File: config.mk
export PLATFORM = sky130hd
export DESIGN_NAME = adsp_config_bank
export DESIGN_NICKNAME = d
export VERILOG_FILES = /design/src/logic/adsp_pkg.sv /design/src/logic/adsp_config_bank.sv /design/src/logic/adsp_i2c_target.sv
export SDC_FILE = /design/constraint.sdc
export NUM_CORES = 1
export LEC_CHECK = 0
export ABC_AREA = 1
export BUFFER_PORTS_ARGS = -buffer_cell sky130_fd_sc_hd__buf_2
export CAP_MARGIN = 5
export CORE_MARGIN = 5
export CORE_UTILIZATION = 40
export DETAILED_ROUTE_END_ITERATION = 7
export PLACE_DENSITY = 0.61
export RECOVER_POWER = 100
export SYNTH_ARGS = -nofsm -noshare
export SYNTH_HDL_FRONTEND = slang
export SYNTH_HIERARCHICAL = 1
export SYNTH_SLANG_ARGS = --single-unit
File: constraint.sdc
create_clock -name i_ref_clk -period 3.73 [get_ports i_ref_clk]
set_clock_uncertainty 0.05 [all_clocks]
set_input_delay 0.373 -clock i_ref_clk [delete_from_list [all_inputs] [get_ports i_ref_clk]]
set_output_delay 0.373 -clock i_ref_clk [all_outputs]
set_load 0.02 [all_outputs]
File: src/logic/adsp_pkg.sv
// Package with register map, field layouts and reset values of the audio DSP config bank.
package adsp_pkg;

  localparam logic [7:0] ADSP_OFS_CFG_A = 8'h6b;
  localparam logic [7:0] ADSP_OFS_CFG_B = 8'h6c;
  localparam logic [7:0] ADSP_OFS_RE_CFG = 8'h6d;

  localparam logic [7:0] ADSP_RST_CFG_A = 8'h01;
  localparam logic [7:0] ADSP_RST_CFG_B = 8'h40;
  localparam logic [7:0] ADSP_RST_RE_CFG = 8'h7b;
  localparam logic [7:0] ADSP_RDATA_UNMAPPED = 8'h00;

  localparam logic [7:0] ADSP_VOL_MUTE_CODE = 8'h00;
  localparam logic [8:0] ADSP_VOL_ZERO_DB_CODE = 9'h0c9;
  localparam int ADSP_BIQUAD_MAX = 3;

  typedef enum logic [1:0] {
    ADSP_DECIM_LINEAR = 2'b00,
    ADSP_DECIM_LOW_LAT = 2'b01,
    ADSP_DECIM_ULTRA_LOW = 2'b10,
    ADSP_DECIM_RSVD = 2'b11
  } adsp_decim_t;

  // Field order gives the bit positions, most significant first.
  typedef struct packed {
    logic runtime_volume_lock;
    logic enhanced_level_algorithms;
    adsp_decim_t decimator_response_sel;
    logic [1:0] channel_average_mode;
    logic [1:0] highpass_choice;
  } adsp_cfg_a_t;

  typedef struct packed {
    logic volume_gang;
    logic [1:0] biquad_count;
    logic soft_step_disable;
    logic level_algorithm_select;
    logic reserved_bit;
    logic compression_enable;
    logic anti_clip_enable;
  } adsp_cfg_b_t;

  typedef struct packed {
    logic mute;
    logic signed [8:0] gain_half_db;
  } adsp_vol_t;

  typedef struct packed {
    logic wr;
    logic [7:0] addr;
    logic [7:0] wdata;
  } adsp_regwr_t;

endpackage

File: src/logic/adsp_config_bank.sv
// Audio DSP configuration bank: processing registers and the selections they drive.
//
// Functional notes
// RL1: While the converter is powered and the volume lock bit is set, volume codes are frozen.
// RL2: The enhanced-algorithm bit chooses enhanced over standard level-control algorithms.
// RL3: The decimator response field picks linear, low or ultra-low latency; 3 is reserved.
// RL4: Averaging field 1 outputs (ch1 + ch2) / 2, 0 disables it, 2 and 3 are reserved.
// RL5: High-pass choice 0 selects the programmable first-order IIR filter.
// RL6: High-pass choice 1, 2, 3 selects fixed cutoffs of 0.00025, 0.002, 0.008 fs; reset is 1.
// RL7: Volume gang makes every active channel use the first channel volume.
// RL8: The biquad count field enables 0 to 3 stages per channel and resets to two.
// RL9: Volume changes, mute and unmute are soft-stepped unless soft-step disable is set.
// RL10: Without compression, an enabled channel runs the range enhancer or AGC by the select bit.
// RL11: Compression enable runs the compressor and excludes range enhancer and AGC.
// RL12: Anti-clip compresses when gain is above 0 dB and a level mode is active.
// RL13: Software writes only zero to the reserved bit 2 of the second config register.
// RL14: Volume code 0 mutes, code 1 is -100 dB, code 201 is 0 dB, in 0.5 dB steps.
// RL15: Each field holds its written value, reads it back, and resets to its reset value.
`timescale 1ns/1ns
module adsp_config_bank
  import adsp_pkg::*;
#(
  parameter int NCH = 4,
  parameter logic [6:0] DEV_ADDR = 7'h4e
) (
  input wire logic i_ref_clk, // Device clock, 250 MHz.
  input wire logic i_rst_n, // Asynchronous reset, active low.
  input wire logic i_clk_en, // Freezes all state while low.
  input wire logic i_scl, // Control interface serial clock.
  input wire logic i_sda, // Control interface serial data in.
  output logic o_sda_out, // Serial data drive value.
  output logic o_sda_oe, // Serial data pull-down enable.
  input wire logic i_converter_powered, // Converter is powered on.
  input wire logic [NCH-1:0][7:0] i_per_channel_volume, // Volume codes, index 0 is channel one.
  input wire logic [NCH-1:0] i_channel_range_enhancer_enable, // Per-channel enable.
  input wire logic [NCH-1:0] i_gain_above_0db, // Channel gain is above 0 dB.
  output adsp_cfg_a_t o_cfg_a, // First processing config register.
  output adsp_cfg_b_t o_cfg_b, // Second processing config register.
  output logic [7:0] o_range_enhancer_config, // Range enhancer threshold and gain.
  output adsp_decim_t o_decim_sel, // Decimator response in use.
  output logic o_channel_average_en, // Output (ch1 + ch2) / 2.
  output logic o_hpf_programmable, // Programmable IIR high-pass in use.
  output logic [1:0] o_hpf_cutoff_sel, // Fixed high-pass cutoff choice, 0 when programmable.
  output logic o_enhanced_algos, // Enhanced level algorithms.
  output logic [ADSP_BIQUAD_MAX-1:0] o_biquad_stage_en, // Biquad stage enables.
  output logic o_soft_step_en, // Soft-step volume changes.
  output logic o_compressor_run, // Range compressor active.
  output logic [NCH-1:0] o_range_enhancer_run, // Range enhancer active per channel.
  output logic [NCH-1:0] o_agc_run, // AGC active per channel.
  output logic [NCH-1:0] o_anti_clip_run, // Anti-clip compression armed per channel.
  output adsp_vol_t [NCH-1:0] o_volume // Effective volume per channel.
);

  if (NCH < 2 || NCH > 8) begin : g_chk
    $error("adsp_config_bank: NCH must be 2 to 8");
  end

  // Both ends of the 7-bit address space are set aside on the bus for special transfers.
  if (DEV_ADDR < 7'h08 || DEV_ADDR > 7'h77) begin : g_chk_addr
    $error("adsp_config_bank: DEV_ADDR lies in a reserved bus address range");
  end

  // The stage enables are decoded from a two-bit count, which can name at most three stages.
  if (ADSP_BIQUAD_MAX != 3) begin : g_chk_bq
    $error("adsp_config_bank: the biquad count field serves exactly three stages");
  end

  typedef enum logic [1:0] {
    REG_A = 2'b00,
    REG_B = 2'b01,
    REG_RE = 2'b10,
    REG_NONE = 2'b11
  } adsp_reg_sel_t;

  typedef struct packed {
    adsp_cfg_a_t cfg_a;
    adsp_cfg_b_t cfg_b;
    logic [7:0] re_cfg;
    adsp_vol_t [NCH-1:0] vol;
    logic [NCH-1:0] re_run;
    logic [NCH-1:0] agc_run;
    logic [NCH-1:0] clip_run;
  } adsp_bank_state_t;

  adsp_bank_state_t s_r;
  adsp_bank_state_t s_nxt;
  adsp_regwr_t regwr;
  logic [7:0] rd_addr;
  logic [7:0] rdata;
  logic vol_update;

  // The read mux and the write path share one decode.
  // Keeping a single copy means the two can never disagree about the register map.
  function automatic adsp_reg_sel_t decode(input logic [7:0] addr);
    if (addr == ADSP_OFS_CFG_A) begin
      decode = REG_A;
    end else if (addr == ADSP_OFS_CFG_B) begin
      decode = REG_B;
    end else if (addr == ADSP_OFS_RE_CFG) begin
      decode = REG_RE;
    end else begin
      decode = REG_NONE;
    end
  endfunction

  // Gain is kept in half decibels relative to unity, and the mute code is flagged apart.
  function automatic adsp_vol_t vol_map(input logic [7:0] code);
    vol_map.mute = (code == ADSP_VOL_MUTE_CODE); // RL14
    vol_map.gain_half_db = $signed({1'b0, code}) - $signed(ADSP_VOL_ZERO_DB_CODE); // RL14
  endfunction

  // One decode serves every channel, so the three run flags cannot disagree about the mode.
  function automatic logic [2:0] level_run(input adsp_cfg_b_t cfg, input logic ch_en,
                                           input logic gain_hi);
    logic mode_re;
    logic mode_agc;
    logic mode_clip;
    mode_re = !cfg.compression_enable && ch_en && !cfg.level_algorithm_select; // RL10
    mode_agc = !cfg.compression_enable && ch_en && cfg.level_algorithm_select; // RL10 RL11
    mode_clip = cfg.anti_clip_enable && gain_hi && (cfg.compression_enable || ch_en); // RL12
    level_run = {mode_re, mode_agc, mode_clip};
  endfunction

  // The serial engine owns all bus timing; this level only sees whole-byte writes and reads.
  adsp_i2c_target #(
    .DEV_ADDR(DEV_ADDR)
  ) u_i2c (
    .i_ref_clk(i_ref_clk),
    .i_rst_n(i_rst_n),
    .i_clk_en(i_clk_en),
    .i_scl(i_scl),
    .i_sda(i_sda),
    .o_sda_out(o_sda_out),
    .o_sda_oe(o_sda_oe),
    .o_rd_addr(rd_addr),
    .i_rdata(rdata),
    .o_regwr(regwr)
  );

  // Unmapped offsets read as zero, so a host probing the map always sees a defined value.
  // The mux is combinational because the serial engine samples it at the serial clock fall after the pointer moves.
  always_comb begin
    case (decode(rd_addr))
      REG_A: rdata = s_r.cfg_a; // RL15
      REG_B: rdata = s_r.cfg_b; // RL15
      REG_RE: rdata = s_r.re_cfg;
      default: rdata = ADSP_RDATA_UNMAPPED;
    endcase
  end

  // Locking while powered keeps multichannel processing at high rates free of volume updates.
  // Volumes still track their inputs while the converter is off, so unlocking needs no resync.
  assign vol_update = !i_converter_powered || !s_r.cfg_a.runtime_volume_lock; // RL1

  // A write to an unmapped offset is dropped; the explicit default keeps the case complete.
  always_comb begin
    s_nxt = s_r;
    if (regwr.wr) begin
      case (decode(regwr.addr))
        REG_A: s_nxt.cfg_a = regwr.wdata; // RL15
        REG_B: s_nxt.cfg_b = regwr.wdata; // RL13
        REG_RE: s_nxt.re_cfg = regwr.wdata;
        default: s_nxt.re_cfg = s_r.re_cfg;
      endcase
    end
    for (int ch = 0; ch < NCH; ch++) begin
      if (vol_update) begin
        // Gang mode follows the first channel even while that channel is powered down.
        if (s_r.cfg_b.volume_gang) begin
          s_nxt.vol[ch] = vol_map(i_per_channel_volume[0]); // RL7
        end else begin
          s_nxt.vol[ch] = vol_map(i_per_channel_volume[ch]); // RL7
        end
      end
      // Run flags are registered to keep the mode decode off the output paths.
      {s_nxt.re_run[ch], s_nxt.agc_run[ch], s_nxt.clip_run[ch]} =
        level_run(s_r.cfg_b, i_channel_range_enhancer_enable[ch], i_gain_above_0db[ch]);
    end
  end

  // Only the three registers reset to non-zero values.
  // Run flags and volumes start cleared and settle one enabled cycle after release.
  always_ff @(posedge i_ref_clk or negedge i_rst_n) begin
    if (!i_rst_n) begin
      s_r <= '0;
      s_r.cfg_a <= ADSP_RST_CFG_A; // RL15
      s_r.cfg_b <= ADSP_RST_CFG_B; // RL8
      s_r.re_cfg <= ADSP_RST_RE_CFG;
    end else if (i_clk_en) begin
      s_r <= s_nxt;
    end
  end

  // Stage enables form a thermometer code, so a stage runs only when all lower stages run.
  for (genvar i = 0; i < ADSP_BIQUAD_MAX; i++) begin : g_biquad
    assign o_biquad_stage_en[i] = (s_r.cfg_b.biquad_count > 2'(i)); // RL8
  end

  // Selections are decoded combinationally from the stored fields; the per-channel run flags are read from their own registers.
  // The selections therefore follow a register write in the same cycle as the register outputs, and the run flags one cycle later.
  assign o_cfg_a = s_r.cfg_a;
  assign o_cfg_b = s_r.cfg_b;
  assign o_range_enhancer_config = s_r.re_cfg;
  // The reserved response code falls back to linear phase rather than an undefined filter.
  assign o_decim_sel = (s_r.cfg_a.decimator_response_sel == ADSP_DECIM_RSVD) ?
    ADSP_DECIM_LINEAR : s_r.cfg_a.decimator_response_sel; // RL3
  assign o_channel_average_en = (s_r.cfg_a.channel_average_mode == 2'b01); // RL4
  assign o_hpf_programmable = (s_r.cfg_a.highpass_choice == 2'b00); // RL5
  // The cutoff choice is passed raw; it reads zero whenever the programmable filter is chosen.
  assign o_hpf_cutoff_sel = s_r.cfg_a.highpass_choice; // RL6
  assign o_enhanced_algos = s_r.cfg_a.enhanced_level_algorithms; // RL2
  assign o_soft_step_en = !s_r.cfg_b.soft_step_disable; // RL9
  assign o_compressor_run = s_r.cfg_b.compression_enable; // RL11
  assign o_range_enhancer_run = s_r.re_run;
  assign o_agc_run = s_r.agc_run;
  assign o_anti_clip_run = s_r.clip_run;
  assign o_volume = s_r.vol;

endmodule

File: src/logic/adsp_i2c_target.sv
// I2C target engine that turns bus transfers into register pointer reads and writes.
`timescale 1ns/1ns
module adsp_i2c_target
  import adsp_pkg::*;
#(
  parameter logic [6:0] DEV_ADDR = 7'h4e
) (
  input wire logic i_ref_clk, // Device clock.
  input wire logic i_rst_n, // Asynchronous reset, active low.
  input wire logic i_clk_en, // Freezes all state while low.
  input wire logic i_scl, // Serial clock level.
  input wire logic i_sda, // Serial data level.
  output logic o_sda_out, // Serial data drive value, always low.
  output logic o_sda_oe, // High while pulling serial data low.
  output logic [7:0] o_rd_addr, // Register pointer for reads.
  input wire logic [7:0] i_rdata, // Read data at the pointer.
  output adsp_regwr_t o_regwr // Write pulse with address and data.
);

  typedef enum logic [2:0] {
    ST_IDLE = 3'b000,
    ST_ADDR = 3'b001,
    ST_REG = 3'b010,
    ST_WR = 3'b011,
    ST_ACK = 3'b100,
    ST_RD = 3'b101,
    ST_RACK = 3'b110
  } adsp_i2c_st_t;

  typedef struct packed {
    logic scl_q;
    logic sda_q;
    adsp_i2c_st_t st;
    adsp_i2c_st_t ack_next;
    logic [3:0] bitcnt;
    logic [7:0] shreg;
    logic [7:0] ptr;
    logic acked;
    logic sda_oe;
    adsp_regwr_t regwr;
  } adsp_i2c_state_t;

  adsp_i2c_state_t s_r;
  adsp_i2c_state_t s_nxt;

  logic rise;
  logic fall;
  logic start_c;
  logic stop_c;

  assign rise = !s_r.scl_q && i_scl;
  assign fall = s_r.scl_q && !i_scl;
  assign start_c = s_r.scl_q && i_scl && s_r.sda_q && !i_sda;
  assign stop_c = s_r.scl_q && i_scl && !s_r.sda_q && i_sda;

  always_comb begin
    s_nxt = s_r;
    s_nxt.scl_q = i_scl;
    s_nxt.sda_q = i_sda;
    s_nxt.regwr.wr = 1'b0;
    if (start_c) begin
      s_nxt.st = ST_ADDR;
      s_nxt.bitcnt = 4'h0;
      s_nxt.sda_oe = 1'b0;
    end else if (stop_c) begin
      s_nxt.st = ST_IDLE;
      s_nxt.sda_oe = 1'b0;
    end else begin
      case (s_r.st)
        ST_ADDR, ST_REG, ST_WR: begin
          if (rise && s_r.bitcnt != 4'h8) begin
            s_nxt.shreg = {s_r.shreg[6:0], i_sda};
            s_nxt.bitcnt = s_r.bitcnt + 4'h1;
          end else if (fall && s_r.bitcnt == 4'h8) begin
            s_nxt.st = ST_ACK;
            s_nxt.sda_oe = 1'b1;
            if (s_r.st == ST_ADDR) begin
              s_nxt.ack_next = s_r.shreg[0] ? ST_RD : ST_REG;
              if (s_r.shreg[7:1] != DEV_ADDR) begin
                s_nxt.st = ST_IDLE;
                s_nxt.sda_oe = 1'b0;
              end
            end else if (s_r.st == ST_REG) begin
              s_nxt.ptr = s_r.shreg;
              s_nxt.ack_next = ST_WR;
            end else begin
              s_nxt.regwr.wr = 1'b1;
              s_nxt.regwr.addr = s_r.ptr;
              s_nxt.regwr.wdata = s_r.shreg;
              s_nxt.ptr = s_r.ptr + 8'h01;
            end
          end
        end
        ST_ACK: begin
          if (fall) begin
            s_nxt.st = s_r.ack_next;
            s_nxt.bitcnt = 4'h0;
            s_nxt.sda_oe = 1'b0;
            if (s_r.ack_next == ST_RD) begin
              s_nxt.sda_oe = !i_rdata[7];
              s_nxt.shreg = {i_rdata[6:0], 1'b0};
              s_nxt.bitcnt = 4'h1;
            end
          end
        end
        ST_RD: begin
          if (fall) begin
            if (s_r.bitcnt == 4'h8) begin
              s_nxt.st = ST_RACK;
              s_nxt.sda_oe = 1'b0;
              s_nxt.acked = 1'b0;
            end else begin
              s_nxt.sda_oe = !s_r.shreg[7];
              s_nxt.shreg = {s_r.shreg[6:0], 1'b0};
              s_nxt.bitcnt = s_r.bitcnt + 4'h1;
            end
          end
        end
        ST_RACK: begin
          if (rise) begin
            // A controller that does not acknowledge ends the read burst.
            if (i_sda) begin
              s_nxt.st = ST_IDLE;
            end else begin
              s_nxt.acked = 1'b1;
              s_nxt.ptr = s_r.ptr + 8'h01;
            end
          end else if (fall && s_r.acked) begin
            s_nxt.st = ST_RD;
            s_nxt.sda_oe = !i_rdata[7];
            s_nxt.shreg = {i_rdata[6:0], 1'b0};
            s_nxt.bitcnt = 4'h1;
          end
        end
        default: begin
          s_nxt.sda_oe = 1'b0;
        end
      endcase
    end
  end

  always_ff @(posedge i_ref_clk or negedge i_rst_n) begin
    if (!i_rst_n) begin
      s_r <= '{scl_q: 1'b1, sda_q: 1'b1, st: ST_IDLE, ack_next: ST_IDLE, bitcnt: 4'h0,
               shreg: 8'h00, ptr: 8'h00, acked: 1'b0, sda_oe: 1'b0,
               regwr: '{wr: 1'b0, addr: 8'h00, wdata: 8'h00}};
    end else if (i_clk_en) begin
      s_r <= s_nxt;
    end
  end

  assign o_sda_out = 1'b0;
  assign o_sda_oe = s_r.sda_oe;
  assign o_rd_addr = s_r.ptr;
  assign o_regwr = s_r.regwr;

endmodule

Word-level counts from Yosys, hierarchy flattened
Index checks and enable logic that the tools add are counted.
- flip-flop bits (word level): 123
- input port bits: 46
- output and inout port bits: 90
- word-level logic and storage cells: 238
- add/subtract/negate cells: 6
- magnitude comparators: 3
- equal/unequal tests: 51
- multiplexer cells: 65
- bitwise logic cells: 5
- reductions and logical operators: 72
- operators with widths (kind ; number):
    $mux 17 ; 5
    $mux 12 ; 6
    $eq 8x7->1 const B ; 6
    $pmux 12 s4 ; 1
    $mux 3 ; 13
    $mux 18 ; 2
    $sub 8x8->9 const B ; 4
    $logic_not 8->1 ; 4
    $mux 8 ; 4
    $logic_and 1x1->1 ; 30
    $mux 10 ; 3
    $mux 9 ; 3
    $reduce_and 9->1 ; 3
    $pmux 8 s3 ; 1
    $mux 21 ; 1
    $ne 4x1->1 const B ; 5
    $ne 2x1->1 const B ; 9
    $pmux 8 s2 ; 1
    $reduce_and 8->1 ; 2
    $mux 2 ; 7
    $reduce_and 7->1 ; 2
    $eq 3x3->1 const B ; 4
    $mux 1 ; 12
    $mux 6 ; 2
    34 further kinds ; 72

Longest topological paths before layout
Gate-level depths: netlist of the first run.
- depth after elaboration: 12
- gate-level depth with buffers: 13
- depth with buffers taken out: 12

By module
The synthesis of the first run kept the hierarchy.
- modules (own cells, without submodules) (module ; instances ; cells each ; area each (µm²) ; sequential area each (µm²)):
    adsp_config_bank ; 1 ; 550 ; 4142.7 ; 1911.8
    adsp_i2c_target ; 1 ; 409 ; 2935.3 ; 1178.6

Worst setup path after synthesis of the first run
No wires, ideal clock.
- kind: reg-to-reg
- from: register u_i2c.s_r (netlist bit u_i2c/o_rd_addr[5])
- to: register u_i2c.s_r (netlist bit u_i2c/o_sda_oe)
- setup time: 0.120 ns
- arrival: 1.578 ns
- data required time: 3.560 ns
- path slack: 1.982 ns
- stages on the path, launching flop included: 13
- buffers on the path: 1
- period minus slack after synthesis: 1.748 ns
- cells stage by stage: dfrtp_1 buf_4 nand2_1 nor3_4 nand2_4 inv_2 nand3_1 nand3_1 inv_1 nand2_1 nand3_1 nand3_1 nand2_1
- cells in the longest elaborated chain, start to end: 12
- elaborated cells between the ends (all ways): 18
- those cells by class: eq/ne (5); mux (11); reduce/logical (2)
- ends and longest elaborated chain (what ; RTL line ; RTL):
    start: declaration ; adsp_i2c_target.sv:43 ; adsp_i2c_state_t s_r;
    start signal: assignment ; adsp_i2c_target.sv:144 ; s_r <= '{scl_q: 1'b1, sda_q: 1'b1, st: ST_IDLE, ack_next: ST_IDLE, bitcnt: 4'h0,
    start signal: assignment ; adsp_i2c_target.sv:148 ; s_r <= s_nxt;
    $eq 8x7->1 ; adsp_config_bank.sv:99 ; end else if (addr == ADSP_OFS_RE_CFG) begin
    $mux 1 ; adsp_config_bank.sv:99 ;
    $mux 2 ; adsp_config_bank.sv:97 ; end else if (addr == ADSP_OFS_CFG_B) begin
    $mux 2 (*) ; adsp_config_bank.sv:95 ; if (addr == ADSP_OFS_CFG_A) begin
    $eq 2x2->1, or another cell as far along ; adsp_config_bank.sv:143 ; case (decode(rd_addr))
    $pmux 8 s3 (*) ; adsp_config_bank.sv:143 ;
    via rdata[7] ; adsp_config_bank.sv:89 ; logic [7:0] rdata;
    $logic_not 1->1 (*) ; adsp_i2c_target.sv:100, adsp_i2c_target.sv:130 ;
    $mux 1, on equally long branches ; adsp_i2c_target.sv:128, adsp_i2c_target.sv:99 ;
    $mux 1, on equally long branches ; adsp_i2c_target.sv:120, adsp_i2c_target.sv:95 ;
    $pmux 1 s4 (*) ; adsp_i2c_target.sv:69 ; case (s_r.st)
    $mux 1 (*) ; adsp_i2c_target.sv:65 ; end else if (stop_c) begin
    $mux 1 (*) ; adsp_i2c_target.sv:61 ; if (start_c) begin
The timed path passes the listed nets; every way through them passes the cells marked *. The select of a mux whose other input is x is not followed.
A chain may end at the register's enable or synchronous reset.

Worst setup path in the final report of the first run
Ends and elaborated chain as after synthesis.

==> flow_metrics.tcl, run 1 <==
set metrics [dict create \
    fp.coreArea_um2 17400 \
    place.gp.congestion 0.921 \
    insertedDiodeCount 0 \
    p_int_mw 2.86 \
    max_freq_mhz 349 \
    grt_pass1_wl_um 31600 \
    violations "capacitance limit, slew limit" \
    ys_seq_area_frac 0.437 \
    synth_edf_count 0 \
    path_max_fanout 10 \
    comb_power_share 0.256 \
    syn-cell-area_um2 7080 \
    drtIter0Drc 457 \
    port_buffers 134 \
    syn_area_per_cell_um2 7.38 \
    final-setup-viol-count 0 \
    rsz0062_at_grt "false" \
    overflow 0 \
    synth_area_leaders "dfrtp_1 (40%), nand2_1 (15%), nand3_1 (8.3%), inv_1 (5.8%), dfstp_2 (3.7%)" \
    cp_slowest_cell "nor3_1" \
    fin_total_pwr_mw 4.46 \
    drc 0 \
    first_global_vias 6034 \
    dp.cells 1266 \
    final_util 0.469 \
    yosys.area.top_type "dfrtp_1" \
    cap_violations 2 \
    fin_tns_setup_ps 0 \
    nNetsFinal 1113 \
    max-vdd-ir-drop_mv 0.363 \
    cts_setup_buffers 0 \
    grt_max_degree 73 \
    num_vias 6509 \
    finalNonFillerCells 1298 \
    clk_pin_slew_worst_paths_ps 60 \
    viasPerCell 5.01 \
    fp-row-count 48 \
    layout-drive-gt1-share 0.110 \
    yosysWarnings 6 \
    fin_crit_sh 0.768 \
    hold_viol_final 0 \
    cts_tree "built" \
    pwr_density_cell_nw_per_um2 549 \
    fill_cells 1815 \
    drv_slew 83 \
    cts_max_level 4 \
    drt_pass1_iterations 6 \
    synthCells 959 \
    p_clk_frac 0.366 \
    status "finished, violations left" \
    cts_sinks 123 \
    final_cell_area_um2 8130 \
    maxSlewHeadroom -0.215 \
    clk_latency_ps 420 \
    synthFlopType "dfrtp_1" \
    seq_area_um2 3090 \
    postSynth.asyncResetShare 1.00 \
    min_path_cells 2 \
    multi_input_comb_area_um2 3130 \
    arrival_ps 3120 \
    gr-usage-all-layers 0.194 \
    cts_resized 0 \
    root_buffer "clkbuf_16" \
    netSwitchingFraction 0.359 \
    wl_um 19500 \
    cts_buffers 17 \
    area_growth_pct 14.9 \
    synth_fp_nets 1012 \
    worst_pin_slew_ps 1820 \
    synthDominantCellAreaShare 0.400 \
    crit_chain "nand2_1, nor3_1, nand3_4, clkinv_4, nand3_1, nand3_1, inv_1, nand2_1, nand3_1, nand3_1, nand2_1" \
    p_seq_frac 0.378 \
    start_util 0.408 \
    fp.dieArea_um2 20500 \
    die_y_um 143 \
    worst_setup_path_start_kind "register" \
    p_switching_mw 1.60 \
    max_stage_delay_ps 1160 \
    rr_worst_depth 11 \
    place_area_um2 7710 \
    critPathMostFrequentCell "nand3_1" \
    endpoint_kind "register" \
    dp_hpwl_um 14700 \
    worstHoldPathType "in2reg" \
    hold_buffers 0 \
    ys_types 40 \
    final_antenna_net_count 0 \
    cp.required_ps 3990 \
    wl_per_cell_um 15.0 \
    synth_seq_cells 123 \
    design.portCount 136 \
    grt_antenna_before_repair 0 \
    clk_path_buf_depth 2 \
    period_needed_ps 2870 \
    path_class "reg2reg" \
    p_leak_nw 4.05 \
    dieWidth_um 143 \
]
placed cells by master, fill, tap and decap left out, types with 6 or more instances in the layout:
| cell | count |
|---|---|
| a21oi_1 | 25 |
| inv_2 | 6 |
| nor2_1 | 64 |
| inv_1 | 112 |
| nand3_1 | 119 |
| buf_2 | 45 |
| xor2_1 | 8 |
| nand4_1 | 13 |
| nand2_1 | 285 |
| o22ai_1 | 12 |
| a31oi_1 | 6 |
| o21ai_0 | 72 |
| clkbuf_16 | 17 |
| nor3_1 | 9 |
| ha_1 | 7 |
| clkbuf_1 | 90 |
| dfstp_2 | 8 |
| nand2_4 | 6 |
| dfrtp_1 | 113 |
power groups by stage:
stage / Clock [mW] / Combinational, mW / Sequential [mW]
floorplan: 0 / 0.892 / 1.69
global placement: 0 / 1.17 / 1.71
detailed placement: 0 / 1.17 / 1.71
CTS: 1.67 / 1.18 / 1.69
global route: 1.73 / 1.32 / 1.71
finish: 1.63 / 1.14 / 1.69
layout make-up:
| type | count | area share |
|---|---|---|
| well taps | 225 | 0.0346 |
| flip-flops and latches | 123 | 0.380 |
| repair buffers | 137 | 0.0728 |
| clock buffers | 19 | 0.0545 |
| inverters | 119 | 0.0555 |
| clock inverters | 13 | 0.0175 |
| multi-input cells | 662 | 0.385 |
cells by family after synthesis:
logic type      count (synthesis)  synth area share
simple gates                  518             0.329
buf+inv                       174             0.114
compound gates                127            0.0960
flops                         123             0.437
xor+xnor                        9            0.0111
fa+ha+maj                       7            0.0124
other cells                     1          0.000530
layer usage:
layer	part of all wire	routed length, µm	track usage	vias up
met4	0.020	391	0.0660	0
met5	0	0	0	-
met2	0.45	8720	0.301	212
met3	0.075	1450	0.0382	33
met1	0.46	8910	0.274	2994
li1	-	-	-	3270
through the flow:
step | hold WS, ps | worst slack (ps)
final | 146 | 864
after detailed placement | 408 | 1410
after global placement | 403 | 1470
after floorplan | 27.4 | 1980
after global routing | 133 | 608
after CTS | 65.6 | 1380
registers in the layout (all words and copies together) (netlist names):
| register | cells |
|---|---|
| o_volume | 40 |
| u_i2c/s_r | 21 |
| u_i2c/o_regwr | 17 |
| o_range_enhancer_config | 8 |
| u_i2c/o_rd_addr | 8 |
| o_cfg_b | 7 |
| o_cfg_a | 5 |
| o_agc_run | 4 |
| o_anti_clip_run | 4 |
| o_range_enhancer_run | 4 |
| o_hpf_cutoff_sel | 2 |
| o_compressor_run | 1 |
| o_enhanced_algos | 1 |
| u_i2c/o_sda_oe | 1 |
Yosys cell counts (all sizes together), types with 2 or more instances:
master,instances
a21oi,25
a31oi,6
and2,2
buf,46
clkbuf,9
dfrtp,113
dfstp,10
ha,7
inv,118
nand2,296
nand3,121
nand3b,3
nand4,14
nor2,69
nor3,10
o211ai,3
o21a,4
o21ai,77
o22ai,12
xor2,8
path summary, 6_finish.rpt:
path | end | slack [ps] | from
worst max register to register | u_i2c/o_sda_oe | 860 | u_i2c/o_rd_addr[5]
min in group asynchronous | o_agc_run[1] | 390 | i_rst_n
max in group asynchronous | u_i2c/s_r[45] | 2140 | i_rst_n
worst min-delay path | o_volume[0] | 150 | i_per_channel_volume[0]
worst max-delay path | u_i2c/o_sda_oe | 860 | u_i2c/o_rd_addr[5]
worst min register to register | u_i2c/s_r[34] | 420 | u_i2c/s_r[34]
worst max-delay path, delay by kind of cell, from the launching register on:
family	cells	cell delay (ps)
and+or+nand+nor	9	2030
DFF	1	430
buffers and inverters	2	220
(Power assumes the default switching activity.)
==> run 2: changes to the inputs <==
==> constraint.sdc (replaced) <==
create_clock -name i_ref_clk -period 2.8 [get_ports i_ref_clk]
set_clock_uncertainty 0.05 [all_clocks]
set_input_delay 0.28 -clock i_ref_clk [delete_from_list [all_inputs] [get_ports i_ref_clk]]
set_output_delay 0.28 -clock i_ref_clk [all_outputs]
set_load 0.02 [all_outputs]
==> run 2 against run 1 <==
Compared with the run above:
- the run now ends clean
- total power grew 34%
- sequential power is 32% higher
- non-clock buffer count increased by 4
- via count decreased by 0.23%
- fmax grew 23%
- critical path depth unchanged
- cell area rose by 0.49%
- clock power grew 35%
- critical endpoint unchanged
- highest routed layer unchanged
==> flow_metrics.tcl, run 2 (synthesized netlist as in run 1, its figures left out) <==
set metrics [dict create \
    grt_antenna_before_repair 0 \
    gr-usage-all-layers 0.195 \
    largest_register_ffs 40 \
    finalNonFillerCells 1302 \
    area_growth_pct 15.5 \
    cp.required_ps 3060 \
    first_global_vias 6183 \
    fp.dieArea_um2 20500 \
    cp_slowest_cell "nor3_2" \
    maxSlewHeadroom 0.131 \
    wl_per_cell_um 15.2 \
    start_util 0.408 \
    grt_max_degree 53 \
    drv_slew 0 \
    worst_setup_path_start_kind "register" \
    drtIter0Drc 346 \
    path_max_fanout 10 \
    critical-path-top-delay-family "simple AND/OR/NAND/NOR gates" \
    layout-drive-gt1-share 0.115 \
    place.gp.congestion 0.899 \
    drc 0 \
    p_seq_frac 0.373 \
    cts_setup_buffers 0 \
    critPathBufInv 2 \
    cts_sinks 123 \
    hold_viol_final 0 \
    comb_power_share 0.258 \
    final_antenna_net_count 0 \
    final_cell_area_um2 8170 \
    wl_met2_um 8920 \
    fp-row-count 48 \
    max_freq_mhz 429 \
    hold_slack_ps 56.2 \
    cts_tree "built" \
    worstHoldPathType "in2reg" \
    fp.coreArea_um2 17400 \
    clk_latency_ps 420 \
    clk_path_buf_depth 2 \
    period_needed_ps 2330 \
    fill_cells 1822 \
    p_switching_mw 2.18 \
    final-setup-viol-count 0 \
    max-vdd-ir-drop_mv 0.497 \
    port_buffers 134 \
    arrival_ps 2590 \
    viasPerCell 4.99 \
    met3_length_um 1400 \
    grt_pass1_wl_um 31900 \
    dieWidth_um 143 \
    design.portCount 136 \
    endpoint_kind "register" \
    cap_violations 0 \
    overflow 0 \
    status "finished clean" \
    dp_hpwl_um 14800 \
    fin_tns_setup_ps 0 \
    insertedDiodeCount 0 \
    root_buffer "clkbuf_16" \
    clk_pin_slew_worst_paths_ps 60 \
    critPathMostFrequentCell "nand3_1" \
    worst_pin_slew_ps 1300 \
    die_y_um 143 \
    wl_um 19800 \
    num_vias 6494 \
    drt-met1-wl_um 9060 \
    rsz0062_at_grt "false" \
    p_clk_frac 0.368 \
    mostFrequentLayoutCell "nand2_1" \
    p_leak_nw 4.06 \
    cts_max_level 4 \
    pwr_density_cell_nw_per_um2 732 \
    drt_pass1_iterations 5 \
    max_stage_delay_ps 680 \
    crit_chain "nand2_1, nor3_2, nand2_4, inv_2, nand3_1, nand3_1, inv_1, nand2_1, nand3_1, nand3_1, nand2_1" \
    path_class "reg2reg" \
    fin_crit_sh 0.832 \
    cts_buffers 17 \
    dp.cells 1269 \
    p_int_mw 3.80 \
    netSwitchingFraction 0.365 \
    layout_common_cells "nand2_1 (284), nand3_1 (119), dfrtp_1 (113)" \
    topRoutingLayerUsed "met4" \
    final_util 0.471 \
    nNetsFinal 1117 \
    place_area_um2 7730 \
]
-- run 2: worst paths after layout --
| check | startpoint | end | slack (ps) | cells after the start |
|---|---|---|---|---|
| min reg2reg | u_i2c/s_r[34] | u_i2c/s_r[34] | 420 | 2 |
| min in group asynchronous | i_rst_n | o_cfg_b[2] | 630 | 2 |
| max in group asynchronous | i_rst_n | u_i2c/s_r[18] | 780 | 3 |
| min | i_sda | u_i2c/s_r[45] | 60 | 3 |
| max reg2reg | u_i2c/o_rd_addr[5] | u_i2c/o_sda_oe | 470 | 11 |
| max | u_i2c/o_rd_addr[5] | u_i2c/o_sda_oe | 470 | 11 |
-- run 2: routing by layer --
layer	GRT usage	vias up
met5	0	-
met4	0.0665	0
met3	0.0368	34
met2	0.309	194
met1	0.270	2976
li1	-	3290
-- run 2: per-stage QoR --
step                setup slack (ps)  power (mW)
floorplan                       1050        3.44
detailed placement               626        3.84
finish                           471        5.98
CTS                              663        6.07
global placement                 647        3.83
global route                     270        6.37
-- run 2: final cells by class --
type | count | area, µm² | share of cell area
multi-input cells | 662 | 3140 | 0.385
flip-flops and latches | 123 | 3090 | 0.378
repair buffers | 141 | 617 | 0.0755
inverters | 119 | 452 | 0.0553
clock buffers | 17 | 425 | 0.0520
well taps | 225 | 282 | 0.0344
clock inverters | 15 | 165 | 0.0202
-- run 2: power by group through the flow --
| stage | logic, mW | clock network (mW) | registers (mW) |
|---|---|---|---|
| final | 1.55 | 2.20 | 2.23 |
| after global routing | 1.77 | 2.33 | 2.27 |
| after CTS | 1.58 | 2.25 | 2.24 |
| after detailed placement | 1.58 | 0 | 2.26 |
| after global placement | 1.56 | 0 | 2.26 |
| after floorplan | 1.19 | 0 | 2.26 |
-- run 2: worst reg2reg max path, delay by kind of cell (launching register included) --
family | cells | cell delay [ps]
simple gates | 9 | 1480
flops | 1 | 440
buf+inv | 2 | 250
-- run 2: repair_timing --
item                       CTS  global route
setup endpoints to repair    0             0
resized for setup            0             0
hold endpoints to repair    47             0
hold buffers                 1             0
==> run 3: changes to the inputs <==
--- a/config.mk
+++ b/config.mk
@@ -11,7 +11,7 @@
 export CORE_MARGIN = 5
 export CORE_UTILIZATION = 40
 export DETAILED_ROUTE_END_ITERATION = 7
-export PLACE_DENSITY = 0.61
+export PLACE_DENSITY = 0.63
 export RECOVER_POWER = 100
 export SYNTH_ARGS = -nofsm -noshare
 export SYNTH_HDL_FRONTEND = slang
==> constraint.sdc (replaced) <==
create_clock -name i_ref_clk -period 2.1 [get_ports i_ref_clk]
set_clock_uncertainty 0.05 [all_clocks]
set_input_delay 0.21 -clock i_ref_clk [delete_from_list [all_inputs] [get_ports i_ref_clk]]
set_output_delay 0.21 -clock i_ref_clk [all_outputs]
set_load 0.02 [all_outputs]
==> run 3 against run 2 <==
Compared with the run above:
- final cell count increased by 1.3%
- cell area increased by 2.4%
- register-to-register slack got worse by 280 ps
- routed wire length decreased by 0.87%
- critical path depth unchanged
- combinational power increased by 34%
- worst hold slack got worse by 35 ps
- first-iteration DRC count increased by 29%
- via count increased by 1.6%
- clock-buffer cell count increased by 2
- fmax increased by 22%
- utilization increased by 1.2 points
- largest power group is now the clock network
==> flow_metrics.tcl, run 3 (synthesized netlist as in run 1, its figures left out) <==
set metrics [dict create \
    status "finished clean" \
    dieWidth_um 143 \
    cts_tree "built" \
    drtIter0Drc 447 \
    clk_path_buf_depth 2 \
    place.gp.congestion 0.959 \
    final_util 0.482 \
    grt_antenna_before_repair 0 \
    hold_start "i_gain_above_0db[1]" \
    max-vdd-ir-drop_mv 0.559 \
    drv_slew 0 \
    max_freq_mhz 523 \
    dp_hpwl_um 15100 \
    hold_buffers 3 \
    rr_worst_depth 11 \
    p_leak_nw 4.17 \
    fin_tns_setup_ps 0 \
    num_vias 6601 \
    gr-usage-all-layers 0.192 \
    worstHoldPathType "in2reg" \
    fp.dieArea_um2 20500 \
    path_max_fanout 9 \
    port_buffers 134 \
    endpoint_kind "register" \
    root_buffer "clkbuf_16" \
    layout-drive-gt1-share 0.125 \
    comb_power_share 0.253 \
    final_cell_area_um2 8370 \
    grt_pass1_wl_um 31400 \
    nNetsFinal 1134 \
    rsz0062_at_grt "false" \
    drc 0 \
    hold_viol_final 0 \
    clk_pin_slew_worst_paths_ps 60 \
    crit_start "u_i2c/o_rd_addr[1]" \
    cts_sinks 123 \
    cp.required_ps 2410 \
    timing.rr.start "u_i2c/o_rd_addr[1]" \
    first_global_vias 6177 \
    die_y_um 143 \
    cts_resized 0 \
    grt_max_degree 41 \
    final-setup-viol-count 0 \
    arrival_ps 2220 \
    mostFrequentLayoutCell "nand2_1" \
    period_needed_ps 1910 \
    p_switching_mw 2.85 \
    fp-row-count 48 \
    final_antenna_net_count 0 \
    worst_pin_slew_ps 1070 \
    fp.coreArea_um2 17400 \
    crit_path_end "u_i2c/s_r[29]" \
    fin_crit_sh 0.910 \
    insertedDiodeCount 0 \
    cts_buffers 17 \
    largest_register_ffs 40 \
    clk_latency_ps 420 \
    drt_pass1_iterations 5 \
    design.portCount 136 \
    wl_um 19600 \
    maxSlewHeadroom 0.289 \
    area_growth_pct 18.3 \
    p_int_mw 5.38 \
    start_util 0.408 \
    layout_common_cells "nand2_1 (285), nand3_1 (119), dfrtp_1 (113)" \
    overflow 0 \
    netSwitchingFraction 0.347 \
    cts_setup_buffers 0 \
    p_clk_frac 0.384 \
    r2r_slack_ps 190 \
    wl_per_cell_um 14.9 \
    viasPerCell 5.00 \
    cap_violations 0 \
    worst_setup_path_start_kind "register" \
    path_class "reg2reg" \
    p_seq_frac 0.363 \
    r2r_end "u_i2c/s_r[29]" \
    pwr_density_cell_nw_per_um2 983 \
    fin_total_pwr_mw 8.23 \
    cts_max_level 4 \
    place_area_um2 7870 \
]
[run 3: power by group through the flow]
stage	logic (mW)	clock network, mW	registers (mW)
6_report	2.08	3.16	2.99
5_1_grt	2.37	3.35	3.04
4_1_cts	2.15	3.22	2.98
3_5_place_dp	2.13	0	3.02
3_3_place_gp	2.12	0	3.02
2_1_floorplan	1.58	0	3.01
[run 3: through the flow]
stage          std cells  worst slack, ps  hold WS, ps
2_1_floorplan        959              352         -136
3_3_place_gp        1284              225          189
3_5_place_dp        1284              183          192
4_1_cts             1319              174         16.1
5_1_grt             1319             14.4         30.9
6_report            1319              188         21.6
[run 3: layout make-up]
| type | count | area, µm² |
|---|---|---|
| Clock inverter | 13 | 189 |
| Clock buffer | 19 | 453 |
| Inverter | 119 | 452 |
| Fill cell | 1785 | 8980 |
| Timing Repair Buffer | 158 | 756 |
| Tap cell | 225 | 282 |
| Sequential cell | 123 | 3090 |
| Multi-Input combinational cell | 662 | 3150 |
[run 3: how the worst min path moves through the flow]
stage                     slack (ps)  cells past startpoint                      end
final                             20                      3       o_anti_clip_run[1]
after floorplan                 -140                      0             o_agc_run[0]
after detailed placement         190                      1  o_range_enhancer_run[3]
after global routing              30                      3       o_anti_clip_run[2]
after global placement           190                      1       o_anti_clip_run[0]
after CTS                         20                      3       o_anti_clip_run[1]
[run 3: layer usage]
| metal | share of wire | global-route usage |
|---|---|---|
| met1 | 0.46 | 0.265 |
| met2 | 0.46 | 0.310 |
| met3 | 0.063 | 0.0338 |
| met4 | 0.015 | 0.0585 |
| met5 | 0 | 0 |
[run 3: critical path, cell delays in order, from the launching register on]
cell,delay [ps]
dfrtp_1,420
inv_1,120
nand2_1,60
a21oi_1,260
nand2_4,140
inv_2,160
nand3_1,80
nand3_1,160
nand2_1,80
o21ai_0,120
nand3_1,120
nand2_1,90
